**config.mk**
```make
export PLATFORM = sky130hd
export DESIGN_NAME = twd_decoder
export DESIGN_NICKNAME = d
export VERILOG_FILES = /design/src/twd_pkg.sv /design/src/twd_decoder.sv
export SDC_FILE = /design/constraint.sdc
export NUM_CORES = 1
export LEC_CHECK = 0
export BUFFER_PORTS_ARGS = -buffer_cell sky130_fd_sc_hd__buf_2
export CORE_UTILIZATION = 41
export DETAILED_ROUTE_END_ITERATION = 10
export SETUP_SLACK_MARGIN = 0.2
export SYNTH_ARGS = -nofsm -noshare
export SYNTH_HDL_FRONTEND = slang
export SYNTH_SLANG_ARGS = --single-unit
export TNS_END_PERCENT = 5
```
**constraint.sdc**
```tcl
create_clock -name mclk -period 4.1 [get_ports mclk]
set_input_delay 0.41 -clock mclk [delete_from_list [all_inputs] [get_ports mclk]]
set_output_delay 0.41 -clock mclk [all_outputs]
set_load 0.005 [all_outputs]
```
**src/twd_pkg.sv**
```systemverilog
package twd_pkg;
  localparam int WORD_W        = 20;
  localparam int CTRL_BIT      = 19;
  localparam int PAR_BIT       = 0;
  localparam int DEST_LSB      = 16;
  localparam int MODE_W        = 5;
  localparam int WC_W          = 7;
  localparam int WC_LOAD_BIT   = 14;
  localparam int WC_LSB        = 7;
  localparam int INHIBIT_BIT   = 15;
  localparam int COORD_W       = 9;
  localparam int COORD_SEL_BIT = 10;
  localparam int ECHO_W        = 7;
  localparam int MAR_W         = 11;
  localparam int LDA_W         = 10;
  localparam int SLIDE_W       = 8;
  localparam int SHUTTER_BIT   = 9;
  localparam int LAMP_BIT      = 10;
  localparam int PAYLOAD_W     = 15;
  localparam int MEM_DATA_W    = 16;
  localparam int MEM_DEPTH     = 1024;
  localparam int ERASE_BIT     = 1;
  localparam int OPMODE_LSB    = 4;
  localparam logic [1:0] OPMODE_LINE = 2'h1;
  localparam logic [1:0] OPMODE_MEM  = 2'h2;
  localparam logic [2:0] DEST_NOP   = 3'h0;
  localparam logic [2:0] DEST_MODE  = 3'h1;
  localparam logic [2:0] DEST_COORD = 3'h2;
  localparam logic [2:0] DEST_ECHO  = 3'h3;
  localparam logic [2:0] DEST_ADDR  = 3'h4;
  localparam logic [2:0] DEST_SLIDE = 3'h5;
  localparam logic [2:0] DEST_AUDIO = 3'h6;
  localparam logic [2:0] DEST_EXT   = 3'h7;
  localparam logic [MODE_W-1:0] MODE_RST  = 5'h00;
  localparam logic [WC_W-1:0]   WC_RST    = 7'h00;
  localparam logic [MAR_W-1:0]  MAR_RST   = 11'h000;
  localparam logic [COORD_W-1:0] POS_RST  = 9'h000;
  typedef enum logic [1:0] {ST_IDLE, ST_DECODE} twd_state_t;
endpackage

```
**src/twd_decoder.sv**
```systemverilog
`timescale 1ns/1ns
// How it works
// - Shift serial bits into 20-bit register; process word when complete.
// - Bit 00 is odd parity over the word; host sets it, we check.
// - Bit 19 one means data word, zero means control word.
// - Control word: bits 16-18 destination, bits 01-15 payload.
// - Destination 000 is accepted but changes nothing.
// - Destination 001 loads mode from bits 01-05; mode holds until reload.
// - In abort, load-mode updates word counter but not mode.
// - Load-mode bit 15 blocks external inputs until cleared by another.
// - Destination 010 loads bits 01-09 into X or Y by bit 10.
// - Destination 011 sends bits 01-07 back to host.
// - Destination 100 loads memory address from bits 01-10.
// - Destination 101 sends bits 01-08 as slide number.
// - Slide bit 09 closes shutter until cleared; bit 10 drives lamp.
// - Destination 110 passes sector and track to audio unit.
// - Destination 111 forwards bits 01-15 to external channel.
// - Word counter increments for every accepted non-NOP word, unless load-mode bit 14 loads it from bits 07-13.
// - Parity failure sends word count to host and enters abort.
// - Abort rejects all but load-mode, which leaves abort.
// - Mode bit 01 triggers full erase; bits 04-05 select operating mode.
// - Line mode draws from position to data coordinates, keeps endpoint.
// - Memory mode stores 16-bit data at address, then increments address.
module twd_decoder #(
  parameter int WORD_BITS = twd_pkg::WORD_W
) (
  input  wire logic                               mclk,
  input  wire logic                               rst_n,
  input  wire logic                               ser_bit,
  input  wire logic                               ser_bit_valid,
  output logic [twd_pkg::MODE_W-1:0]              mode_word,
  output logic [twd_pkg::COORD_W-1:0]             horizontal_position,
  output logic [twd_pkg::COORD_W-1:0]             vertical_position,
  output logic [twd_pkg::MAR_W-1:0]               char_memory_address,
  output logic [twd_pkg::WC_W-1:0]                received_word_count,
  output logic                                    abort_state,
  output logic                                    ext_inhibit,
  output logic                                    echo_valid,
  output logic [twd_pkg::ECHO_W-1:0]              echo_value,
  output logic                                    wc_report_valid,
  output logic                                    screen_erase,
  output logic                                    line_draw,
  output logic [twd_pkg::COORD_W-1:0]             line_from_x,
  output logic [twd_pkg::COORD_W-1:0]             line_from_y,
  output logic [twd_pkg::SLIDE_W-1:0]             slide_number,
  output logic                                    slide_strobe,
  output logic                                    shutter_closed,
  output logic                                    lamp_on,
  output logic [twd_pkg::PAYLOAD_W-1:0]           audio_word,
  output logic                                    audio_strobe,
  output logic [twd_pkg::PAYLOAD_W-1:0]           ext_word,
  output logic                                    ext_strobe,
  output logic                                    mem_write,
  output logic [twd_pkg::MEM_DATA_W-1:0]          mem_wdata,
  output logic [twd_pkg::MAR_W-1:0]               mem_waddr
);
  import twd_pkg::*;

  logic [WORD_BITS-1:0]      serial_input_shift_r;
  logic [$clog2(WORD_BITS+1)-1:0] bit_cnt_r;
  logic                      word_ready_r;
  logic [WORD_BITS-1:0]      word_r;
  logic [MEM_DATA_W-1:0]     char_mem [MEM_DEPTH];
  twd_state_t                state_r;

  function automatic logic odd_ok(input logic [WORD_BITS-1:0] w);
    odd_ok = ^w;
  endfunction

  logic [2:0]  dest;
  logic        is_data;
  logic        par_ok;
  logic        accept;
  assign dest    = word_r[DEST_LSB +: 3];
  assign is_data = word_r[CTRL_BIT];
  assign par_ok  = odd_ok(word_r);
  assign accept  = par_ok && (!abort_state || (!is_data && dest == DEST_MODE));

  always_ff @(posedge mclk or negedge rst_n) begin
    if (!rst_n) begin
      serial_input_shift_r <= '0;
      bit_cnt_r            <= '0;
      word_ready_r         <= 1'b0;
      word_r               <= '0;
    end else begin
      word_ready_r <= 1'b0;
      if (ser_bit_valid) begin
        serial_input_shift_r <= {serial_input_shift_r[WORD_BITS-2:0], ser_bit};
        if (bit_cnt_r == ($clog2(WORD_BITS+1))'(WORD_BITS - 1)) begin
          bit_cnt_r    <= '0;
          word_ready_r <= 1'b1;
          word_r       <= {serial_input_shift_r[WORD_BITS-2:0], ser_bit};
        end else begin
          bit_cnt_r <= bit_cnt_r + 1'b1;
        end
      end
    end
  end

  // Two-step control: capture, then decode
  always_ff @(posedge mclk or negedge rst_n) begin
    if (!rst_n) begin
      state_r <= ST_IDLE;
    end else begin
      case (state_r)
        ST_IDLE:   state_r <= word_ready_r ? ST_DECODE : ST_IDLE;
        ST_DECODE: state_r <= ST_IDLE;
        default:   state_r <= ST_IDLE;
      endcase
    end
  end

  logic go;
  assign go = (state_r == ST_DECODE);

  // Abort state and word counter
  always_ff @(posedge mclk or negedge rst_n) begin
    if (!rst_n) begin
      abort_state         <= 1'b0;
      received_word_count <= WC_RST;
      wc_report_valid     <= 1'b0;
    end else begin
      wc_report_valid <= 1'b0;
      if (go) begin
        if (!par_ok) begin
          abort_state     <= 1'b1;
          wc_report_valid <= 1'b1;
        end else if (accept) begin
          if (!is_data && dest == DEST_MODE)
            abort_state <= 1'b0;
          if (!is_data && dest == DEST_MODE && word_r[WC_LOAD_BIT])
            received_word_count <= word_r[WC_LSB +: WC_W];
          else if (is_data || dest != DEST_NOP)
            received_word_count <= received_word_count + 1'b1;
        end
      end
    end
  end

  // Mode and inhibit
  always_ff @(posedge mclk or negedge rst_n) begin
    if (!rst_n) begin
      mode_word    <= MODE_RST;
      ext_inhibit  <= 1'b0;
      screen_erase <= 1'b0;
    end else begin
      screen_erase <= 1'b0;
      if (go && accept && !is_data && dest == DEST_MODE) begin
        ext_inhibit <= word_r[INHIBIT_BIT];
        if (!abort_state) begin
          mode_word    <= word_r[1 +: MODE_W];
          screen_erase <= word_r[ERASE_BIT];
        end
      end
    end
  end

  // Position, address and memory
  always_ff @(posedge mclk or negedge rst_n) begin
    if (!rst_n) begin
      horizontal_position <= POS_RST;
      vertical_position   <= POS_RST;
      char_memory_address <= MAR_RST;
      line_draw           <= 1'b0;
      line_from_x         <= POS_RST;
      line_from_y         <= POS_RST;
      mem_write           <= 1'b0;
      mem_wdata           <= '0;
      mem_waddr           <= MAR_RST;
    end else begin
      line_draw <= 1'b0;
      mem_write <= 1'b0;
      if (go && accept) begin
        if (is_data) begin
          if (mode_word[OPMODE_LSB-1 +: 2] == OPMODE_LINE) begin
            line_draw           <= 1'b1;
            line_from_x         <= horizontal_position;
            line_from_y         <= vertical_position;
            horizontal_position <= word_r[1 +: COORD_W];
            vertical_position   <= word_r[1+COORD_W +: COORD_W];
          end else if (mode_word[OPMODE_LSB-1 +: 2] == OPMODE_MEM) begin
            mem_write           <= 1'b1;
            mem_wdata           <= word_r[1 +: MEM_DATA_W];
            mem_waddr           <= char_memory_address;
            char_memory_address <= char_memory_address + 1'b1;
          end
        end else begin
          case (dest)
            DEST_COORD: begin
              if (word_r[COORD_SEL_BIT])
                vertical_position <= word_r[1 +: COORD_W];
              else
                horizontal_position <= word_r[1 +: COORD_W];
            end
            DEST_ADDR: char_memory_address <= {1'b0, word_r[1 +: LDA_W]};
            default: ;
          endcase
        end
      end
    end
  end

  // Only written, never read here; kept for the character generator
  always_ff @(posedge mclk) begin
    if (mem_write)
      char_mem[mem_waddr[$clog2(MEM_DEPTH)-1:0]] <= mem_wdata;
  end

  // Echo, slide, audio, external
  always_ff @(posedge mclk or negedge rst_n) begin
    if (!rst_n) begin
      echo_valid     <= 1'b0;
      echo_value     <= '0;
      slide_number   <= '0;
      slide_strobe   <= 1'b0;
      shutter_closed <= 1'b0;
      lamp_on        <= 1'b0;
      audio_word     <= '0;
      audio_strobe   <= 1'b0;
      ext_word       <= '0;
      ext_strobe     <= 1'b0;
    end else begin
      echo_valid   <= 1'b0;
      slide_strobe <= 1'b0;
      audio_strobe <= 1'b0;
      ext_strobe   <= 1'b0;
      if (go && !par_ok) begin
        // Count goes out as echo data
        echo_value <= received_word_count;
      end else if (go && accept && !is_data) begin
        case (dest)
          DEST_ECHO: begin
            echo_value <= word_r[1 +: ECHO_W];
            echo_valid <= 1'b1;
          end
          DEST_SLIDE: begin
            slide_number   <= word_r[1 +: SLIDE_W];
            slide_strobe   <= 1'b1;
            shutter_closed <= word_r[SHUTTER_BIT];
            lamp_on        <= word_r[LAMP_BIT];
          end
          DEST_AUDIO: begin
            // Host pairs words; passed as is
            audio_word   <= word_r[1 +: PAYLOAD_W];
            audio_strobe <= 1'b1;
          end
          DEST_EXT: begin
            ext_word   <= word_r[1 +: PAYLOAD_W];
            ext_strobe <= 1'b1;
          end
          default: ;
        endcase
      end
    end
  end
endmodule // twd_decoder

```
==> flow_summary.json <==
{
  "fin_total_pwr_mw": 7.08,
  "dr.first_iter.drc_count": 389,
  "htree_levels": 4,
  "floorplan.initialDensity": 0.418,
  "critical_path_arrival_ps": 3970,
  "fp.coreArea_um2": 19500,
  "drt-vias-per-instance": 5.30,
  "crit_required_ps": 4410,
  "async_flop_share": 1.00,
  "clock.fmax_mhz": 274,
  "number_of_hold_repair_buffers_added_at_the_cts_stage": 0,
  "regToRegEndpoint": "mem_waddr[0]$_DFFE_PN0P_",
  "antenna_violation_net_count_after_detailed_routing": 0,
  "reg2reg_slack_ps": 450,
  "hold-worst-slack_ps": 100,
  "hpwl_mm": 14.0,
  "grt_pass1_wl_mm": 31.3,
  "max_cap_viol_count": 0,
  "nets": 776,
  "floorplan.die.width_um": 143,
  "route.final.wire_length_mm": 20.4,
  "final_min_period_over_clock_period": 0.891,
  "syn_to_final_growth_pct": 20.2,
  "timing_hold_violations_final": 0,
  "fin_crit_ps": 3650,
  "fin_util": 0.503,
  "yosysTopAreaCell": "sky130_fd_sc_hd__dfrtp_1",
  "max_slew_margin": 0.320,
  "postCtsSetupRepairBufs": 0,
  "ir_drop_v": 0.000982,
  "fraction_of_power_consumed_by_sequential_logic": 0.353,
  "synth_fp_nets": 629,
  "critPathCapture": "mem_waddr[0]$_DFFE_PN0P_",
  "pwr-share-clk": 0.247,
  "syn-cell-area_um2": 8140,
  "start_kind": "flip-flop",
  "setup.worst_path.class": "flip-flop to flip-flop",
  "dieArea_um2": 20400,
  "report.final.setup_viol": 0,
  "worstSetupStartpoint": "word_r[16]$_DFFE_PN0P_",
  "synth_largest_type_area_fraction": 0.581,
  "grt_overflow": 0,
  "first_pass_iters": 5,
  "setup_repair_after_global_routing_missed_its_margin": "false",
  "synth.yosys.warnings": 0,
  "cts_root_buf": "sky130_fd_sc_hd__clkbuf_16",
  "number_of_cells_on_the_worst_reg_to_reg_path": 9,
  "top_level_ports": 147,
  "worst_slew_pin_slew_ps": 1020,
  "slew_violations": 0,
  "synth-edff-count": 0,
  "worst_skew_pair.late_latency_ps": 430,
  "synth_compound_area_frac": 0.0597,
  "synth.top_cells.by_area": "sky130_fd_sc_hd__dfrtp_1 58%, sky130_fd_sc_hd__mux2_2 20%, sky130_fd_sc_hd__nand2_1 1.9%",
  "setup_total_negative_slack_ps": 0,
  "synth_simple_gate_area_share": 0.0814,
  "drt-wirelength-per-cell_um": 19.5,
  "drc": 0,
  "grt_start_max_net_pins": 121,
  "tritoncts": "yes",
  "cp-end-kind": "flip-flop",
  "rows": 51,
  "power_switching_share": 0.400,
  "track_usage": 0.209,
  "synth.yosys.seq_area_share": 0.581,
  "pre_cts_ws_ps": 433,
  "clock_sink_count": 189,
  "ctsLongestPathBuffers": 2,
  "main_combinational_cell_family_by_area_after_synthesis": "multiplexers",
  "skew_ps": 11.2,
  "synthXorXnorAreaFrac": 0.0280,
  "reg_clk_slew_reported_paths_ps": 70,
  "yosysUniqueCellTypes": 53,
  "die_h_um": 143,
  "antenna_found_initial": 0,
  "post-synth-top-count-cell": "sky130_fd_sc_hd__dfrtp_1",
  "post_cts.resized_instances": 0,
  "vias_in_the_first_global_route": 5538,
  "intPower_mw": 4.25,
  "switchingPower_mw": 2.83,
  "status": "finished, final reports clean",
  "timing.hold.worst.class": "input port to async pin",
  "r2r-start": "word_r[16]$_DFFE_PN0P_",
  "place.gp.congestion": 0.847,
  "cts_inserted_buffers": 17,
  "postLayoutSetupSlackWorst_ps": 445,
  "drive_gt1_frac": 0.450,
  "num_vias": 5526,
  "top_post_synthesis_cells_by_count": "189 x sky130_fd_sc_hd__dfrtp_1, 143 x sky130_fd_sc_hd__mux2_2, 42 x sky130_fd_sc_hd__nand2_1",
  "synth.avg_cell_area_um2": 13.2,
  "port_buffers": 146,
  "power_density_nw_per_um2": 724,
  "synthFlopType": "sky130_fd_sc_hd__dfrtp_1",
  "post_synth_inst_count": 618,
  "fill_cells": 1723,
  "postSynthRegisterBits": 189,
  "comb_power_share": 0.400,
  "power.leakage_nw": 5.04,
  "proportion_of_synthesized_area_in_mux_cells": 0.202,
  "antennaDiodeCount": 0,
  "synth-adder-area-share": 0.0108,
  "critical_path.max_fanout": 25
}
-- how the worst min path moves through the flow --
stage	startpoint	end	slack (ps)
after global routing	rst_n	received_word_count[2]$_DFFE_PN0P_	180
after detailed placement	word_ready_r$_DFF_PN0_	state_r[0]$_DFF_PN0_	460
after global placement	word_ready_r$_DFF_PN0_	state_r[0]$_DFF_PN0_	440
final	rst_n	received_word_count[1]$_DFFE_PN0P_	100
after CTS	rst_n	mem_waddr[6]$_DFFE_PN0P_	170
after floorplan	rst_n	abort_state$_DFFE_PN0P_	110
-- routing by layer --
layer	vias to the layer above	GRT usage	part of all wire
met4	0	0.0821	0.023
met1	2842	0.270	0.43
met2	177	0.337	0.49
met5	-	0	0
met3	34	0.0510	0.055
li1	2473	-	-
-- final cells by class --
type / instances / area [µm²] / share of cell area
inverters: 27 / 101 / 0.0104
flip-flops and latches: 189 / 4730 / 0.484
clock inverters: 12 / 183 / 0.0187
clock buffers: 20 / 447 / 0.0457
repair buffers: 163 / 880 / 0.0899
well taps: 265 / 332 / 0.0339
multi-input cells: 367 / 3110 / 0.318
-- layout by cell type, fill, tap and decap left out, types with 3 or more instances in the layout --
master                         n
sky130_fd_sc_hd__buf_4        16
sky130_fd_sc_hd__nand3_1      17
sky130_fd_sc_hd__nor4_1        3
sky130_fd_sc_hd__nor2b_1       4
sky130_fd_sc_hd__a21oi_1       8
sky130_fd_sc_hd__nand4_1       3
sky130_fd_sc_hd__o31a_1        6
sky130_fd_sc_hd__nor2_1       18
sky130_fd_sc_hd__nand2b_1      3
sky130_fd_sc_hd__dfrtp_1     189
sky130_fd_sc_hd__o21ai_0      25
sky130_fd_sc_hd__buf_2       145
sky130_fd_sc_hd__inv_6         3
sky130_fd_sc_hd__a221oi_1      5
sky130_fd_sc_hd__bufinv_16     4
sky130_fd_sc_hd__nor3_2        3
sky130_fd_sc_hd__nor3_1       10
sky130_fd_sc_hd__nor3_4        3
sky130_fd_sc_hd__clkbuf_16    17
sky130_fd_sc_hd__inv_1        27
sky130_fd_sc_hd__xnor2_1      15
sky130_fd_sc_hd__mux2_2      143
sky130_fd_sc_hd__clkinvlp_4    3
sky130_fd_sc_hd__a222oi_1      5
sky130_fd_sc_hd__and3_1        4
sky130_fd_sc_hd__mux2i_1       3
sky130_fd_sc_hd__ha_1          7
sky130_fd_sc_hd__nand3b_1      3
sky130_fd_sc_hd__o22ai_1       6
sky130_fd_sc_hd__nand2_1      42
-- through the flow --
step                cells  area [µm²]
floorplan             618        8140
global placement     1011        9150
detailed placement   1011        9150
CTS                  1043        9780
global route         1043        9780
finish               1043        9780
-- registers in the layout (all words and copies together), names as in the netlist, 11 cells and up --
signal                flops
char_memory_address      11
mem_waddr                11
serial_input_shift_r     19
audio_word               15
mem_wdata                16
ext_word                 15
word_r                   20
-- critical path: stages, from the launching register on --
cell                      delay (ps)
sky130_fd_sc_hd__dfrtp_1         420
sky130_fd_sc_hd__inv_1           100
sky130_fd_sc_hd__ha_1            320
sky130_fd_sc_hd__xnor2_1         140
sky130_fd_sc_hd__xnor2_1         200
sky130_fd_sc_hd__xnor3_2         500
sky130_fd_sc_hd__xnor2_4         350
sky130_fd_sc_hd__nor3_4          790
sky130_fd_sc_hd__buf_4           350
sky130_fd_sc_hd__mux2_2          360
-- kinds of logic (layout without fill, tap and decap cells) --
logic type               Yosys count  after routing
AO/OA/AOI/OAI                     72             72
XOR/XNOR                          20             20
adder cells (fa/ha/maj)            7              7
buffers and inverters             62            222
flip-flops                       189            189
multiplexers                     146            146
AND/OR/NAND/NOR                  122            122
-- power by group through the flow --
stage,Combinational (mW),Clock [mW],Sequential (mW)
3_5_place_dp,2.84,0,2.54
2_1_floorplan,2.74,0,2.34
4_1_cts,2.84,1.78,2.50
6_report,2.83,1.75,2.50
3_3_place_gp,2.76,0,2.47
5_1_grt,2.93,1.87,2.54
(Power assumes the default switching activity.)
